### src/inc/timer_defs.svh
// Register map, field positions, reset values and timing of the timer block
// Functional notes
// Pause bit halts counting; module stays powered; clearing resumes normal operation.
// While paused the count holds; counting resumes from the held value.
// Clock select: sys/4, sys, high/16, high/64, sub, sub, pin rise, pin fall.
// On bit rising clears the counter and starts it; only software counter change.
// On bit falling stops counting; counter keeps its residual value.
// On bit rising forces the pin to its initial level in output modes.
// Mode field: 00 compare output, 10 PWM or single pulse, 11 timer; 01 undefined.
// Software switches the module off before changing the mode field.
// Compare mode A match: 00 no change, 01 low, 10 high, 11 toggle.
// PWM mode: 00 inactive, 01 active, 10 PWM, 11 single pulse; unused in timer.
// Compare mode: requested level equal to initial level gives no visible change.
// Software changes the output function field only while switched off.
// Output control bit: initial level in compare mode, active level in PWM modes.
// Polarity bit inverts the pin signal; ignored in timer mode.
// Swap bit 0: P sets period, A duty; 1: roles swapped.
// Clear select high: counter clears on comparator A match.
// Clear select low: counter clears on P match; overflow clear when P is zero.
// Clear select has no influence in PWM or single pulse modes.
// Counter readable, not writable, as low and high byte; both reset zero.
// Compare A held as read/write byte pair, compare P as one byte.
// Three lowest bits of control register 0 always read zero.
// Timer mode: pin state undefined, no output function driven.
// P compares against counter upper byte; A against all sixteen bits.
// Clear select low raises A and P flags; high raises only A flag.
// Compare A zero: counter overflows at ffff, no A flag raised.
// Counter increments per selected clock edge; pin edges synchronised first.
`ifndef TIMER_DEFS_SVH
`define TIMER_DEFS_SVH
// ==========================================================
// Register byte addresses
`define TMR_OFS_CTRL0   8'h00
`define TMR_OFS_CTRL1   8'h04
`define TMR_OFS_CNT_LO  8'h08
`define TMR_OFS_CNT_HI  8'h0c
`define TMR_OFS_CMPA_LO 8'h10
`define TMR_OFS_CMPA_HI 8'h14
`define TMR_OFS_CMPP    8'h18
`define TMR_OFS_STATUS  8'h1c
// ==========================================================
// Field positions and codes
`define TMR_ST_FLAG_A   0
`define TMR_ST_FLAG_P   1
`define TMR_MODE_CMP    2'h0
`define TMR_MODE_PWM    2'h2
`define TMR_MODE_TIMER  2'h3
`define TMR_IO_NONE     2'h0
`define TMR_IO_LOW      2'h1
`define TMR_IO_HIGH     2'h2
`define TMR_IO_TOGGLE   2'h3
`define TMR_RST_BYTE    8'h00
// ==========================================================
// Clock rates in Hz
`define TMR_SYS_HZ      20000000
`define TMR_HIGH_HZ     20000000
`define TMR_SUB_HZ      32768
`endif

### src/inc/timer_pkg.sv
// Types shared by the timer block
package timer_pkg;
	// Control register 0 layout, msb first
	typedef struct packed {
		logic       pause;
		logic [2:0] clk_sel;
		logic       on;
		logic [2:0] rsvd;
	} ctrl0_s;
	// Control register 1 layout, msb first
	typedef struct packed {
		logic [1:0] mode;
		logic [1:0] io;
		logic       oc;
		logic       pol;
		logic       dpx;
		logic       cclr;
	} ctrl1_s;
	// Classic Wishbone request and answer
	typedef struct packed {
		logic        cyc;
		logic        stb;
		logic        we;
		logic [7:0]  adr;
		logic [3:0]  sel;
		logic [31:0] dat;
	} wb_req_s;
	typedef struct packed {
		logic        ack;
		logic [31:0] dat;
	} wb_rsp_s;
endpackage

### src/rtl/tick_select.sv
// Counter clock source selection as one-cycle enable pulses
`timescale 1ns/1ps
`default_nettype none
`include "timer_defs.svh"
module tick_select #(
	parameter int SYS_HZ  = `TMR_SYS_HZ,
	parameter int HIGH_HZ = `TMR_HIGH_HZ,
	parameter int SUB_HZ  = `TMR_SUB_HZ
) (
	// Clock and reset
	input  wire logic       clk_i,
	input  wire logic       rst_i,
	// Source select and external pin
	input  wire logic [2:0] sel_i,
	input  wire logic       ext_pin_i,
	// Counter enable pulse
	output logic            tick_o
);
	localparam int HDIV = SYS_HZ / HIGH_HZ;
	localparam int SDIV = SYS_HZ / SUB_HZ;
	localparam logic [15:0] HDIV_M1 = 16'(HDIV - 1);
	localparam logic [15:0] SDIV_M1 = 16'(SDIV - 1);
	if (HDIV < 1 || HDIV > 65536 || SDIV < 2 || SDIV > 65536) begin : g_bad
		$error("tick_select: clock ratios out of range");
	end
	logic [15:0] hcnt_q, hcnt_d, scnt_q, scnt_d;
	logic [5:0]  pre_q, pre_d;
	logic [1:0]  div4_q, div4_d;
	logic        sync1_q, sync2_q, sync3_q, tick_q, tick_d, h_en, s_en;
	// Dividers and source mux; pin edges seen only after two flops
	always_comb begin
		h_en   = (hcnt_q == HDIV_M1);
		s_en   = (scnt_q == SDIV_M1);
		hcnt_d = h_en ? 16'h0 : 16'(hcnt_q + 16'h1);
		scnt_d = s_en ? 16'h0 : 16'(scnt_q + 16'h1);
		div4_d = 2'(div4_q + 2'h1);
		pre_d  = h_en ? 6'(pre_q + 6'h1) : pre_q;
		case (sel_i)
			3'h0: tick_d = (div4_q == 2'h3);
			3'h1: tick_d = 1'b1;
			3'h2: tick_d = h_en && (pre_q[3:0] == 4'hf);
			3'h3: tick_d = h_en && (pre_q == 6'h3f);
			3'h6: tick_d = sync2_q && !sync3_q;
			3'h7: tick_d = !sync2_q && sync3_q;
			default: tick_d = s_en;
		endcase
	end
	// Registers only
	always_ff @(posedge clk_i) begin
		if (rst_i) begin
			hcnt_q  <= 16'h0;
			scnt_q  <= 16'h0;
			pre_q   <= 6'h0;
			div4_q  <= 2'h0;
			sync1_q <= 1'b0;
			sync2_q <= 1'b0;
			sync3_q <= 1'b0;
			tick_q  <= 1'b0;
		end else begin
			hcnt_q  <= hcnt_d;
			scnt_q  <= scnt_d;
			pre_q   <= pre_d;
			div4_q  <= div4_d;
			sync1_q <= ext_pin_i;
			sync2_q <= sync1_q;
			sync3_q <= sync2_q;
			tick_q  <= tick_d;
		end
	end
	assign tick_o = tick_q;
endmodule
`default_nettype wire

### src/rtl/output_stage.sv
// Output pin function, polarity and enable
`timescale 1ns/1ps
`default_nettype none
`include "timer_defs.svh"
module output_stage (
	// Clock and reset
	input  wire logic       clk_i,
	input  wire logic       rst_i,
	// Configuration
	input  wire logic [1:0] mode_i,
	input  wire logic [1:0] io_i,
	input  wire logic       oc_i,
	input  wire logic       pol_i,
	// Internal waveforms
	input  wire logic       cmp_level_i,
	input  wire logic       pwm_act_i,
	input  wire logic       pulse_i,
	// Pin
	output logic            pin_o,
	output logic            pin_oe_o
);
	logic pin_q, pin_d, oe_q, oe_d, lvl;
	// Level per mode, active level taken from the output control bit
	always_comb begin
		lvl  = 1'b0;
		oe_d = 1'b1;
		case (mode_i)
			`TMR_MODE_CMP: lvl = cmp_level_i;
			`TMR_MODE_PWM: begin
				case (io_i)
					2'h0: lvl = !oc_i;
					2'h1: lvl = oc_i;
					2'h2: lvl = pwm_act_i ? oc_i : !oc_i;
					default: lvl = pulse_i ? oc_i : !oc_i;
				endcase
			end
			default: oe_d = 1'b0;
		endcase
		pin_d = oe_d && (lvl ^ pol_i);
	end
	// Registers only
	always_ff @(posedge clk_i) begin
		if (rst_i) begin
			pin_q <= 1'b0;
			oe_q  <= 1'b0;
		end else begin
			pin_q <= pin_d;
			oe_q  <= oe_d;
		end
	end
	assign pin_o    = pin_q;
	assign pin_oe_o = oe_q;
endmodule
`default_nettype wire

### src/rtl/standard_timer_module_control.sv
// Sixteen-bit count-up timer with two comparators and a Wishbone slave
//
// The implementer's own choices: the register addresses and the Wishbone interface to the registers.
`timescale 1ns/1ps
`default_nettype none
`include "timer_defs.svh"
module standard_timer_module_control #(
	parameter int SYS_HZ  = `TMR_SYS_HZ,
	parameter int HIGH_HZ = `TMR_HIGH_HZ,
	parameter int SUB_HZ  = `TMR_SUB_HZ
) (
	// Clock and reset
	input  wire logic              clk_i,
	input  wire logic              rst_i,
	// Register bus
	input  wire timer_pkg::wb_req_s wb_req_i,
	output timer_pkg::wb_rsp_s     wb_rsp_o,
	// External clock pin, asynchronous
	input  wire logic              external_clock_pin_i,
	// Timer output pin
	output logic                   timer_output_pin_o,
	output logic                   timer_output_pin_oe_o,
	// Sticky match flags
	output logic                   compare_a_match_flag_o,
	output logic                   compare_p_match_flag_o
);
	// ==========================================================
	// Declarations
	timer_pkg::ctrl0_s ctrl0_q, ctrl0_d;
	timer_pkg::ctrl1_s ctrl1_q, ctrl1_d;
	logic [15:0] cmpa_q, cmpa_d;
	logic [7:0]  cmpp_q, cmpp_d;
	logic [15:0] cnt_q, cnt_d;
	logic [16:0] cnt_inc;
	logic [16:0] duty;
	logic        on_prev_q, on_prev_d;
	logic        level_q, level_d;
	logic        pulse_done_q, pulse_done_d;
	logic        flag_a_q, flag_a_d;
	logic        flag_p_q, flag_p_d;
	logic        ack_q, ack_d;
	logic [7:0]  rdat_q, rdat_d;
	logic        req, wr_fire, rd_take;
	logic [7:0]  wadr, wbyte;
	logic        tick, on_rise, run, tick_run;
	logic        pwm_mode, a_hit, p_hit, clr;
	logic        a_evt, p_evt, pwm_act, pulse;

	// ==========================================================
	// Clock source and output pin
	tick_select #(
		.SYS_HZ  (SYS_HZ),
		.HIGH_HZ (HIGH_HZ),
		.SUB_HZ  (SUB_HZ)
	) u_tick (
		.clk_i     (clk_i),
		.rst_i     (rst_i),
		.sel_i     (ctrl0_q.clk_sel),
		.ext_pin_i (external_clock_pin_i),
		.tick_o    (tick)
	);

	output_stage u_out (
		.clk_i       (clk_i),
		.rst_i       (rst_i),
		.mode_i      (ctrl1_q.mode),
		.io_i        (ctrl1_q.io),
		.oc_i        (ctrl1_q.oc),
		.pol_i       (ctrl1_q.pol),
		.cmp_level_i (level_q),
		.pwm_act_i   (pwm_act),
		.pulse_i     (pulse),
		.pin_o       (timer_output_pin_o),
		.pin_oe_o    (timer_output_pin_oe_o)
	);

	// ==========================================================
	// Bus decode
	// Writes land on the ack edge, reads are sampled one cycle before
	always_comb begin
		req     = wb_req_i.cyc && wb_req_i.stb;
		wadr    = {wb_req_i.adr[7:2], 2'b00};
		wbyte   = wb_req_i.dat[7:0];
		wr_fire = req && wb_req_i.we && ack_q && wb_req_i.sel[0];
		rd_take = req && !wb_req_i.we && !ack_q;
		ack_d   = req && !ack_q;
	end

	// Read mux; unmapped words answer zero
	always_comb begin
		rdat_d = rdat_q;
		if (rd_take) begin
			case (wadr)
				`TMR_OFS_CTRL0:   rdat_d = {ctrl0_q[7:3], 3'b000};
				`TMR_OFS_CTRL1:   rdat_d = ctrl1_q;
				`TMR_OFS_CNT_LO:  rdat_d = cnt_q[7:0];
				`TMR_OFS_CNT_HI:  rdat_d = cnt_q[15:8];
				`TMR_OFS_CMPA_LO: rdat_d = cmpa_q[7:0];
				`TMR_OFS_CMPA_HI: rdat_d = cmpa_q[15:8];
				`TMR_OFS_CMPP:    rdat_d = cmpp_q;
				`TMR_OFS_STATUS:  rdat_d = {5'h0, level_q, flag_p_q, flag_a_q};
				default:          rdat_d = 8'h00;
			endcase
		end
	end

	// ==========================================================
	// Configuration registers
	// Counter bytes have no write path at all
	always_comb begin
		ctrl0_d = ctrl0_q;
		ctrl1_d = ctrl1_q;
		cmpa_d  = cmpa_q;
		cmpp_d  = cmpp_q;
		if (wr_fire) begin
			case (wadr)
				`TMR_OFS_CTRL0:   ctrl0_d = timer_pkg::ctrl0_s'({wbyte[7:3], 3'b000});
				`TMR_OFS_CTRL1:   ctrl1_d = timer_pkg::ctrl1_s'(wbyte);
				`TMR_OFS_CMPA_LO: cmpa_d[7:0] = wbyte;
				`TMR_OFS_CMPA_HI: cmpa_d[15:8] = wbyte;
				`TMR_OFS_CMPP:    cmpp_d = wbyte;
				default: ;
			endcase
		end
	end

	// ==========================================================
	// Comparators
	// P sees only the upper byte, so its matches fall on 256-count steps
	always_comb begin
		pwm_mode = (ctrl1_q.mode == `TMR_MODE_PWM);
		on_rise  = ctrl0_q.on && !on_prev_q;
		run      = ctrl0_q.on && !ctrl0_q.pause;
		tick_run = run && tick && !on_rise;
		cnt_inc  = {1'b0, cnt_q} + 17'h1;
		// A zero never matches, so the count just wraps
		a_hit = tick_run && (cmpa_q != 16'h0) && (cnt_inc[15:0] == cmpa_q);
		a_hit = a_hit && !cnt_inc[16];
		// A zero P value matches only on the wrap to zero
		p_hit = tick_run && (cnt_inc[15:0] == {cmpp_q, 8'h00});
		if (pwm_mode) begin
			clr   = ctrl1_q.dpx ? a_hit : p_hit;
			p_evt = p_hit;
		end else begin
			clr   = ctrl1_q.cclr ? a_hit : p_hit;
			p_evt = p_hit && !ctrl1_q.cclr;
		end
		a_evt = a_hit;
	end

	// PWM duty; a duty at or above the period gives a steady active level
	always_comb begin
		if (ctrl1_q.dpx)
			duty = (cmpp_q == 8'h0) ? 17'h10000 : {1'b0, cmpp_q, 8'h00};
		else
			duty = {1'b0, cmpa_q};
		pwm_act = ({1'b0, cnt_q} < duty);
		pulse   = ctrl0_q.on && !pulse_done_q;
	end

	// ==========================================================
	// Counter
	always_comb begin
		on_prev_d = ctrl0_q.on;
		cnt_d     = cnt_q;
		if (on_rise)
			cnt_d = 16'h0;
		else if (tick_run)
			cnt_d = clr ? 16'h0 : cnt_inc[15:0];
		// Off or paused: the count simply holds
	end

	// ==========================================================
	// Compare output level and single pulse state
	// A requested level equal to the current one is a no-op on the pin
	always_comb begin
		level_d      = level_q;
		pulse_done_d = pulse_done_q;
		if (on_rise) begin
			level_d      = ctrl1_q.oc;
			pulse_done_d = 1'b0;
		end else if (a_evt) begin
			pulse_done_d = pwm_mode ? 1'b1 : pulse_done_q;
			if (ctrl1_q.mode == `TMR_MODE_CMP) begin
				case (ctrl1_q.io)
					`TMR_IO_LOW:    level_d = 1'b0;
					`TMR_IO_HIGH:   level_d = 1'b1;
					`TMR_IO_TOGGLE: level_d = !level_q;
					default:        level_d = level_q;
				endcase
			end
		end
	end

	// ==========================================================
	// Sticky flags, write one to clear; a new match wins over the clear
	always_comb begin
		flag_a_d = flag_a_q;
		flag_p_d = flag_p_q;
		if (wr_fire && wadr == `TMR_OFS_STATUS) begin
			flag_a_d = flag_a_q && !wbyte[`TMR_ST_FLAG_A];
			flag_p_d = flag_p_q && !wbyte[`TMR_ST_FLAG_P];
		end
		flag_a_d = flag_a_d || a_evt;
		flag_p_d = flag_p_d || p_evt;
	end

	// ==========================================================
	// State registers
	always_ff @(posedge clk_i) begin
		if (rst_i) begin
			ctrl0_q      <= timer_pkg::ctrl0_s'(`TMR_RST_BYTE);
			ctrl1_q      <= timer_pkg::ctrl1_s'(`TMR_RST_BYTE);
			cmpa_q       <= 16'h0;
			cmpp_q       <= `TMR_RST_BYTE;
			cnt_q        <= 16'h0;
			on_prev_q    <= 1'b0;
			level_q      <= 1'b0;
			pulse_done_q <= 1'b0;
			flag_a_q     <= 1'b0;
			flag_p_q     <= 1'b0;
			ack_q        <= 1'b0;
			rdat_q       <= 8'h00;
		end else begin
			ctrl0_q      <= ctrl0_d;
			ctrl1_q      <= ctrl1_d;
			cmpa_q       <= cmpa_d;
			cmpp_q       <= cmpp_d;
			cnt_q        <= cnt_d;
			on_prev_q    <= on_prev_d;
			level_q      <= level_d;
			pulse_done_q <= pulse_done_d;
			flag_a_q     <= flag_a_d;
			flag_p_q     <= flag_p_d;
			ack_q        <= ack_d;
			rdat_q       <= rdat_d;
		end
	end

	// ==========================================================
	// Outputs
	assign wb_rsp_o.ack           = ack_q;
	assign wb_rsp_o.dat           = {24'h0, rdat_q};
	assign compare_a_match_flag_o = flag_a_q;
	assign compare_p_match_flag_o = flag_p_q;
endmodule
`default_nettype wire

### config.mk
export PLATFORM = sky130hd
export DESIGN_NAME = standard_timer_module_control
export DESIGN_NICKNAME = d
export VERILOG_FILES = /design/src/inc/timer_pkg.sv /design/src/rtl/tick_select.sv /design/src/rtl/output_stage.sv /design/src/rtl/standard_timer_module_control.sv
export VERILOG_INCLUDE_DIRS = /design/src /design/src/inc
export SDC_FILE = /design/constraint.sdc
export NUM_CORES = 1
export LEC_CHECK = 0
export ABC_AREA = 1
export BUFFER_PORTS_ARGS = -buffer_cell sky130_fd_sc_hd__buf_2
export CELL_PAD_IN_SITES_DETAIL_PLACEMENT = 1
export CELL_PAD_IN_SITES_GLOBAL_PLACEMENT = 2
export CORE_MARGIN = 2
export CORE_UTILIZATION = 35
export DETAILED_ROUTE_END_ITERATION = 7
export GPL_ROUTABILITY_DRIVEN = 0
export PLACE_DENSITY_LB_ADDON = 0.2
export SLEW_MARGIN = 20
export SYNTH_ARGS = -nofsm -noshare
export SYNTH_HDL_FRONTEND = slang
export SYNTH_HIERARCHICAL = 1
export SYNTH_SLANG_ARGS = --single-unit
### constraint.sdc
create_clock -name clk_i -period 3.6 [get_ports clk_i]
set_clock_uncertainty 0.05 [all_clocks]
set_input_delay 0.54 -clock clk_i [delete_from_list [all_inputs] [get_ports clk_i]]
set_output_delay 0.54 -clock clk_i [all_outputs]
set_load 0.005 [all_outputs]
==> flow_summary.yaml, run 1 <==
synthesis:
  ys_top_cells_by_area: "dfxtp_1 (32%), nand2_1 (13%), nor2_1 (7.9%)"
  synthTopCellsByCount: "nand2_1 (236), nor2_1 (146), inv_1 (121), dfxtp_1 (113), a21oi_1 (88)"
  syn_area_per_cell_sq_um: 6.627
  synth_seq_cells: 113
  ys_warn_count: 6
  async_flop_share: 0
  yosysUniqueCellTypes: 51
  netlist_instances: 1052
  synth_area_sq_um: 6972
  yosysMostFrequentCell: "nand2_1"
  synth_top_cell_area_share: 0.3245
  ys_seq_area_frac: 0.3245
  synth_edf_count: 0
  synth_top_area_cell: "dfxtp_1"
  synthFlopType: "dfxtp_1"
timing:
  min_period_over_period: 0.8537
  finalHoldViolations: 0
  finalCriticalPeriod_ps: 3073
  max_freq_mhz: 325.4
  worst_pin_slew_ps: 556.2
  fin_tns_setup_ps: 0
  setup_viol: 0
  report.final.slew_viol_count: 0
  relSlewSlack: 0.6288
  rsz0062_at_grt: "no"
route:
  wl_um: 24180
  drt-pass1-iter-count: 5
  wl_met2_um: 11200
  drtAntennaViolNets: 0
  met3WireLength_um: 1026
  vias: 6947
  met1_length_um: 11610
  viasPerCell: 5.082
  drc: 0
  wl_per_cell_um: 17.69
  highest_layer: "met4"
  drt_iter0_drc: 311
global_routing:
  grt_max_degree: 39
  gr-total-overflow: 0
  track_usage: 0.2342
  antenna_found_initial: 2
  grt_pass1_wl_um: 38400
  grt_pass1_vias: 6948
power_and_ir_drop:
  switching_share: 0.2342
  power_switching_mw: 0.7140
  cellPowerDensity_nw_per_um2: 386.4
  internal-power_mw: 2.334
  vdd.ir_drop.worst_uv: 318.9
  leakagePower_nw: 3.112
  p_clk_frac: 0.552
  p_comb_frac: 0.032
  p_seq_frac: 0.416
setup_path:
  critPathSlowestCell: "dfxtp_1"
  r2r_cells: 14
  crit_top_cell: "nand2_1"
  worstReg2RegStart: "cnt_q[1]$_SDFFE_PP0P_"
  path_class: "register to register"
  reg2reg_to: "cnt_q[15]$_SDFFE_PP0P_"
  worst-r2r-setup-slack_ps: 530
  endpoint_kind: "register"
  startpoint_type: "register"
  cp_data_arrival_time_ps: 3320
  startpoint: "cnt_q[1]$_SDFFE_PP0P_"
  cpPeakStageDelay_ps: 500
  worstPathRequired_ps: 3850
  crit_chain: "ha_1, nand2_1, nor2_4, nand3_1, nand2_1, nand2_1, inv_1, nor2_1, nor2_1, nand2_1, nor2_2, nand3_2, nand3_1, a21oi_1"
  crit_path_max_fanout: 16
  crit_end: "cnt_q[15]$_SDFFE_PP0P_"
clock_network:
  worstSkewPairLatency_ps: 420
  clk_pin_slew_worst_paths_ps: 60
  cts_root_buf: "clkbuf_16"
  cts_setup_buffers: 0
  cts_tree: "done"
  htree_levels: 4
  clock-sinks: 113
  clockBufferDepth: 2
  ctsHoldBuffers: 0
  cts_resized: 0
  numCtsBuffers: 17
cells_and_area:
  multiInputGateArea_sq_um: 4040
  final_nets: 1165
  seqCellArea_sq_um: 2262
  n_antenna_cell: 0
  fill_cells: 2611
  area.growth.synth_to_final_pct: 13.16
  layout-drive-gt1-share: 0.1007
  postLayoutCoreUtil: 0.4040
job:
  max_cap_violations: 0
die:
  chipHeight_um: 145.1
  die_w_um: 145.1
  core_sq_um: 19530
  io_pins: 87
  rows: 51
  dieArea_sq_um: 21060
  initial_utilization: 0.3570
placed_design:
  portBuffers: 33
  hpwlAfterDp_um: 18550
status:
  status: "finished clean"
min_path:
  min_path_type: "input pin to register"
[worst max-delay path, delay by kind of cell (launching register included)]
| family | cells | cell delay, ps |
|---|---|---|
| AOI/OAI and AO/OA | 1 | 90 |
| adders and majority gates | 1 | 280 |
| buffers and inverters | 1 | 80 |
| DFF | 1 | 500 |
| and+or+nand+nor | 11 | 1950 |
[how the worst min path moves through the flow]
stage,to,cells after the start,startpoint
after floorplan,u_tick/sync2_q$_SDFF_PP0_,2,u_tick/sync1_q$_SDFF_PP0_
after global placement,u_tick/sync2_q$_SDFF_PP0_,2,u_tick/sync1_q$_SDFF_PP0_
after detailed placement,u_tick/sync2_q$_SDFF_PP0_,2,u_tick/sync1_q$_SDFF_PP0_
after CTS,u_tick/sync1_q$_SDFF_PP0_,3,external_clock_pin_i
after global routing,u_tick/sync1_q$_SDFF_PP0_,3,external_clock_pin_i
final,u_tick/sync1_q$_SDFF_PP0_,3,external_clock_pin_i
[area by class of cell]
type,instances,area share
well taps,265,0.04203
clock buffers,21,0.05837
multi-input cells,794,0.5121
inverters,124,0.05900
repair buffers,40,0.02760
flip-flops and latches,113,0.2868
clock inverters,10,0.01412
[cells in the final DEF, fill, tap and decap left out, drive strengths merged, types with 3 or more instances in the layout]
cell and count:
or2 3, clkbuf 21, conb 24, a22oi 4, o31ai 3, o2111ai 4, xnor2 4, dfxtp 113
nor3b 6, nand4 25, o21ai 61, buf 40, nor2 160, inv 123, nand2 246, ha 25
xor2 6, a21oi 88, nor3 17, o22ai 10, clkinvlp 3, nand3 88, clkinv 6
[flip-flops by register name, indices dropped and copies added (netlist names), 2 cells and up]
name and cells:
u_tick/div4_q 2, u_tick/scnt_q 16, rdat_q 8, cmpp_q 8, cmpa_q 16, cnt_q 16
ctrl1_q 8, u_tick/hcnt_q 16, u_tick/pre_q 6, ctrl0_q 4
[per-layer routing]
metal  global-route usage  up-vias
met3              0.05472       23
met5                    0        -
met4              0.05392        0
met1               0.3187     3317
li1                     -     3496
met2               0.3771      111
[stage by stage]
| step | power, mW | worst slack [ps] | hold WS [ps] | cells | area, sq um |
|---|---|---|---|---|---|
| 2_1_floorplan | 1.366 | 1335 | 338.3 | 1075 | 7058 |
| 3_3_place_gp | 1.391 | 681.1 | 345.5 | 1336 | 7317 |
| 3_5_place_dp | 1.392 | 620.6 | 367.4 | 1336 | 7317 |
| 4_1_cts | 3.081 | 572.1 | 255.5 | 1367 | 7889 |
| 5_1_grt | 3.160 | 297.5 | 281.2 | 1367 | 7889 |
| 6_report | 3.048 | 526.9 | 271.7 | 1367 | 7889 |
[power by group through the flow]
stage          Clock (mW)  Combinational (mW)  Sequential [mW]
2_1_floorplan           0              0.0723             1.29
3_3_place_gp            0              0.0954             1.30
3_5_place_dp            0              0.0965             1.30
4_1_cts              1.72              0.0967             1.27
5_1_grt              1.78               0.109             1.27
6_report             1.68              0.0968             1.27
[cell families (layout without fill, tap and decap cells)]
family	after synthesis	after routing	share of synthesized area
AO/OA/AOI/OAI	183	183	0.1436
XOR/XNOR	11	11	0.01579
adder cells (fa/ha/maj)	25	25	0.04487
buffers and inverters	168	195	0.1084
flip-flops	113	113	0.3245
other	1	24	0.0005379
AND/OR/NAND/NOR	551	551	0.3623
Power figures use the tool's default switching activity.
==> run 2, diff against run 1 <==
- CORE_UTILIZATION: 35 -> 29
- clock period: 3.6 -> 2.63 ns (I/O delays scaled with it)
==> run 2 against run 1 <==
  * Register-to-register slack worse by 370 ps
  * Routed wire length up 5.3%
  * Final cell count up 6.7%
  * Setup slack worse by 370 ps
  * Combinational power up 37%
  * Sequential share of layout area down 1.5 points
  * Sequential cell count unchanged
  * Design area up 6.0%
  * Fmax up 24%
  * Largest power group unchanged
==> flow_summary.yaml, run 2 (synthesis results as in run 1) <==
status:
  status: "finished clean"
setup_path:
  reg2reg_to: "cnt_q[5]$_SDFFE_PP0P_"
  cp_num_buf_inv: 3
  cpPeakStageDelay_ps: 350
  cp_data_arrival_time_ps: 2710
  path_class: "register to register"
  worst-r2r-setup-slack_ps: 160
  worstReg2RegStart: "cnt_q[0]$_SDFFE_PP0P_"
  crit_top_cell: "nand2_1"
  crit_chain: "ha_4, nand2_1, nor2_4, buf_4, nand3_1, nand2_1, nand2_1, inv_1, nor2_1, nor2_1, nand2_1, nor2_4, nand3_2, buf_12, nand3_1, a21oi_1"
  endpoint_kind: "register"
  worstPathRequired_ps: 2870
  r2r_cells: 16
  critPathSlowestCell: "dfxtp_2"
  cp_top_family: "simple AND/OR/NAND/NOR gates"
  startpoint_type: "register"
  startpoint: "cnt_q[0]$_SDFFE_PP0P_"
  crit_path_max_fanout: 16
cells_and_area:
  stdcell_area_sq_um: 8364
  fill_cells: 3027
  stdcell_count: 1458
  mostFrequentLayoutCells: "nand2_1 (235), nor2_1 (142), inv_1 (121)"
  final_nets: 1201
  layout-drive-gt1-share: 0.1484
  n_antenna_cell: 0
  final_common_cell: "nand2_1"
  area.growth.synth_to_final_pct: 19.97
  postLayoutCoreUtil: 0.3553
route:
  drt_iter0_drc: 458
  wl_per_cell_um: 17.47
  wl_um: 25470
  drt-pass1-iter-count: 5
  viasPerCell: 4.816
  vias: 7022
  drtAntennaViolNets: 0
  drc: 0
clock_network:
  htree_levels: 4
  clockBufferDepth: 2
  cts_root_buf: "clkbuf_16"
  clk_pin_slew_worst_paths_ps: 60
  numCtsBuffers: 17
  worstSkewPairLatency_ps: 430
  clock-sinks: 113
  cts_tree: "done"
timing:
  setup_viol: 0
  max_freq_mhz: 405.0
  fin_tns_setup_ps: 0
  finalCriticalPeriod_ps: 2469
  timing.final.ws_setup_ps: 160.8
  report.final.slew_viol_count: 0
  rsz0062_at_grt: "no"
  finalHoldViolations: 0
  min_period_over_period: 0.9389
  whs_ps: 128.4
power_and_ir_drop:
  power.total_mw: 4.349
  cellPowerDensity_nw_per_um2: 519.9
  vdd.ir_drop.worst_uv: 368.5
  leakagePower_nw: 3.328
min_path:
  min_path_type: "input pin to register"
  min-delay-start: "external_clock_pin_i"
  worstHoldEndpoint: "u_tick/sync1_q$_SDFF_PP0_"
  hold-path-cell-count: 3
die:
  dieArea_sq_um: 25300
  chipHeight_um: 159.1
  rows: 56
  initial_utilization: 0.2961
  io_pins: 87
  die_w_um: 159.1
  core_sq_um: 23540
global_routing:
  grt_pass1_wl_um: 40080
  gr-total-overflow: 0
  grt_max_degree: 38
  antenna_found_initial: 0
  track_usage: 0.2041
  grt_pass1_vias: 6848
placed_design:
  portBuffers: 33
  hpwlAfterDp_um: 20170
  place_area_sq_um: 7672
  dp_worst_setup_slack_ps: -19.89
  dp_cells: 1425
job:
  max_cap_violations: 0
==> run 2: report_power, final <==
| group | total [mW] | switching (mW) | leakage (nW) | internal (mW) |
|---|---|---|---|---|
| Sequential | 1.73 | 0.00984 | 0.918 | 1.72 |
| Clock | 2.48 | 0.947 | 0.296 | 1.53 |
| Combinational | 0.133 | 0.0941 | 2.11 | 0.0388 |
==> run 2: what timing repair did <==
action,in CTS,in global routing
pin swaps,0,2
hold buffers,0,0
hold endpoints to repair,0,0
gates resized for setup,2,29
buffers inserted,0,1
endpoints found under the setup margin,1,20
==> run 2: final cells by class <==
class | instances | area (sq um) | share of cell area
Sequential cell | 113 | 2276 | 0.2721
Clock buffer | 19 | 442.9 | 0.05295
Tap cell | 319 | 399.1 | 0.04772
Timing Repair Buffer | 76 | 516.7 | 0.06178
Inverter | 124 | 467.9 | 0.05595
Clock inverter | 13 | 175.2 | 0.02094
Multi-Input combinational cell | 794 | 4086 | 0.4886
==> run 2: worst register-to-register path, cell delays in order (launching register included) <==
cell,delay (ps)
dfxtp_2,350
ha_4,160
nand2_1,120
nor2_4,220
buf_4,150
nand3_1,80
nand2_1,160
nand2_1,90
inv_1,140
nor2_1,60
nor2_1,90
nand2_1,90
nor2_4,150
nand3_2,100
buf_12,170
nand3_1,80
a21oi_1,60
==> run 2: how the worst max path moves through the flow <==
stage,endpoint,slack [ps],cells after the start
4_1_cts,level_q$_SDFFE_PP0P_,30,15
2_1_floorplan,u_out/pin_o$_SDFF_PP0_,370,19
3_5_place_dp,u_out/pin_o$_SDFF_PP0_,-20,17
3_3_place_gp,u_out/pin_o$_SDFF_PP0_,-5,17
6_report,cnt_q[5]$_SDFFE_PP0P_,160,16
5_1_grt,cnt_q[6]$_SDFFE_PP0P_,2,16
==> run 2: layer usage <==
| metal | vias to the layer above | wire length, um | GRT usage |
|---|---|---|---|
| met5 | - | 0 | 0 |
| met4 | 0 | 205 | 0.03967 |
| met3 | 15 | 815 | 0.03022 |
| met2 | 115 | 11240 | 0.3164 |
| met1 | 3335 | 13210 | 0.3010 |
| li1 | 3557 | - | - |
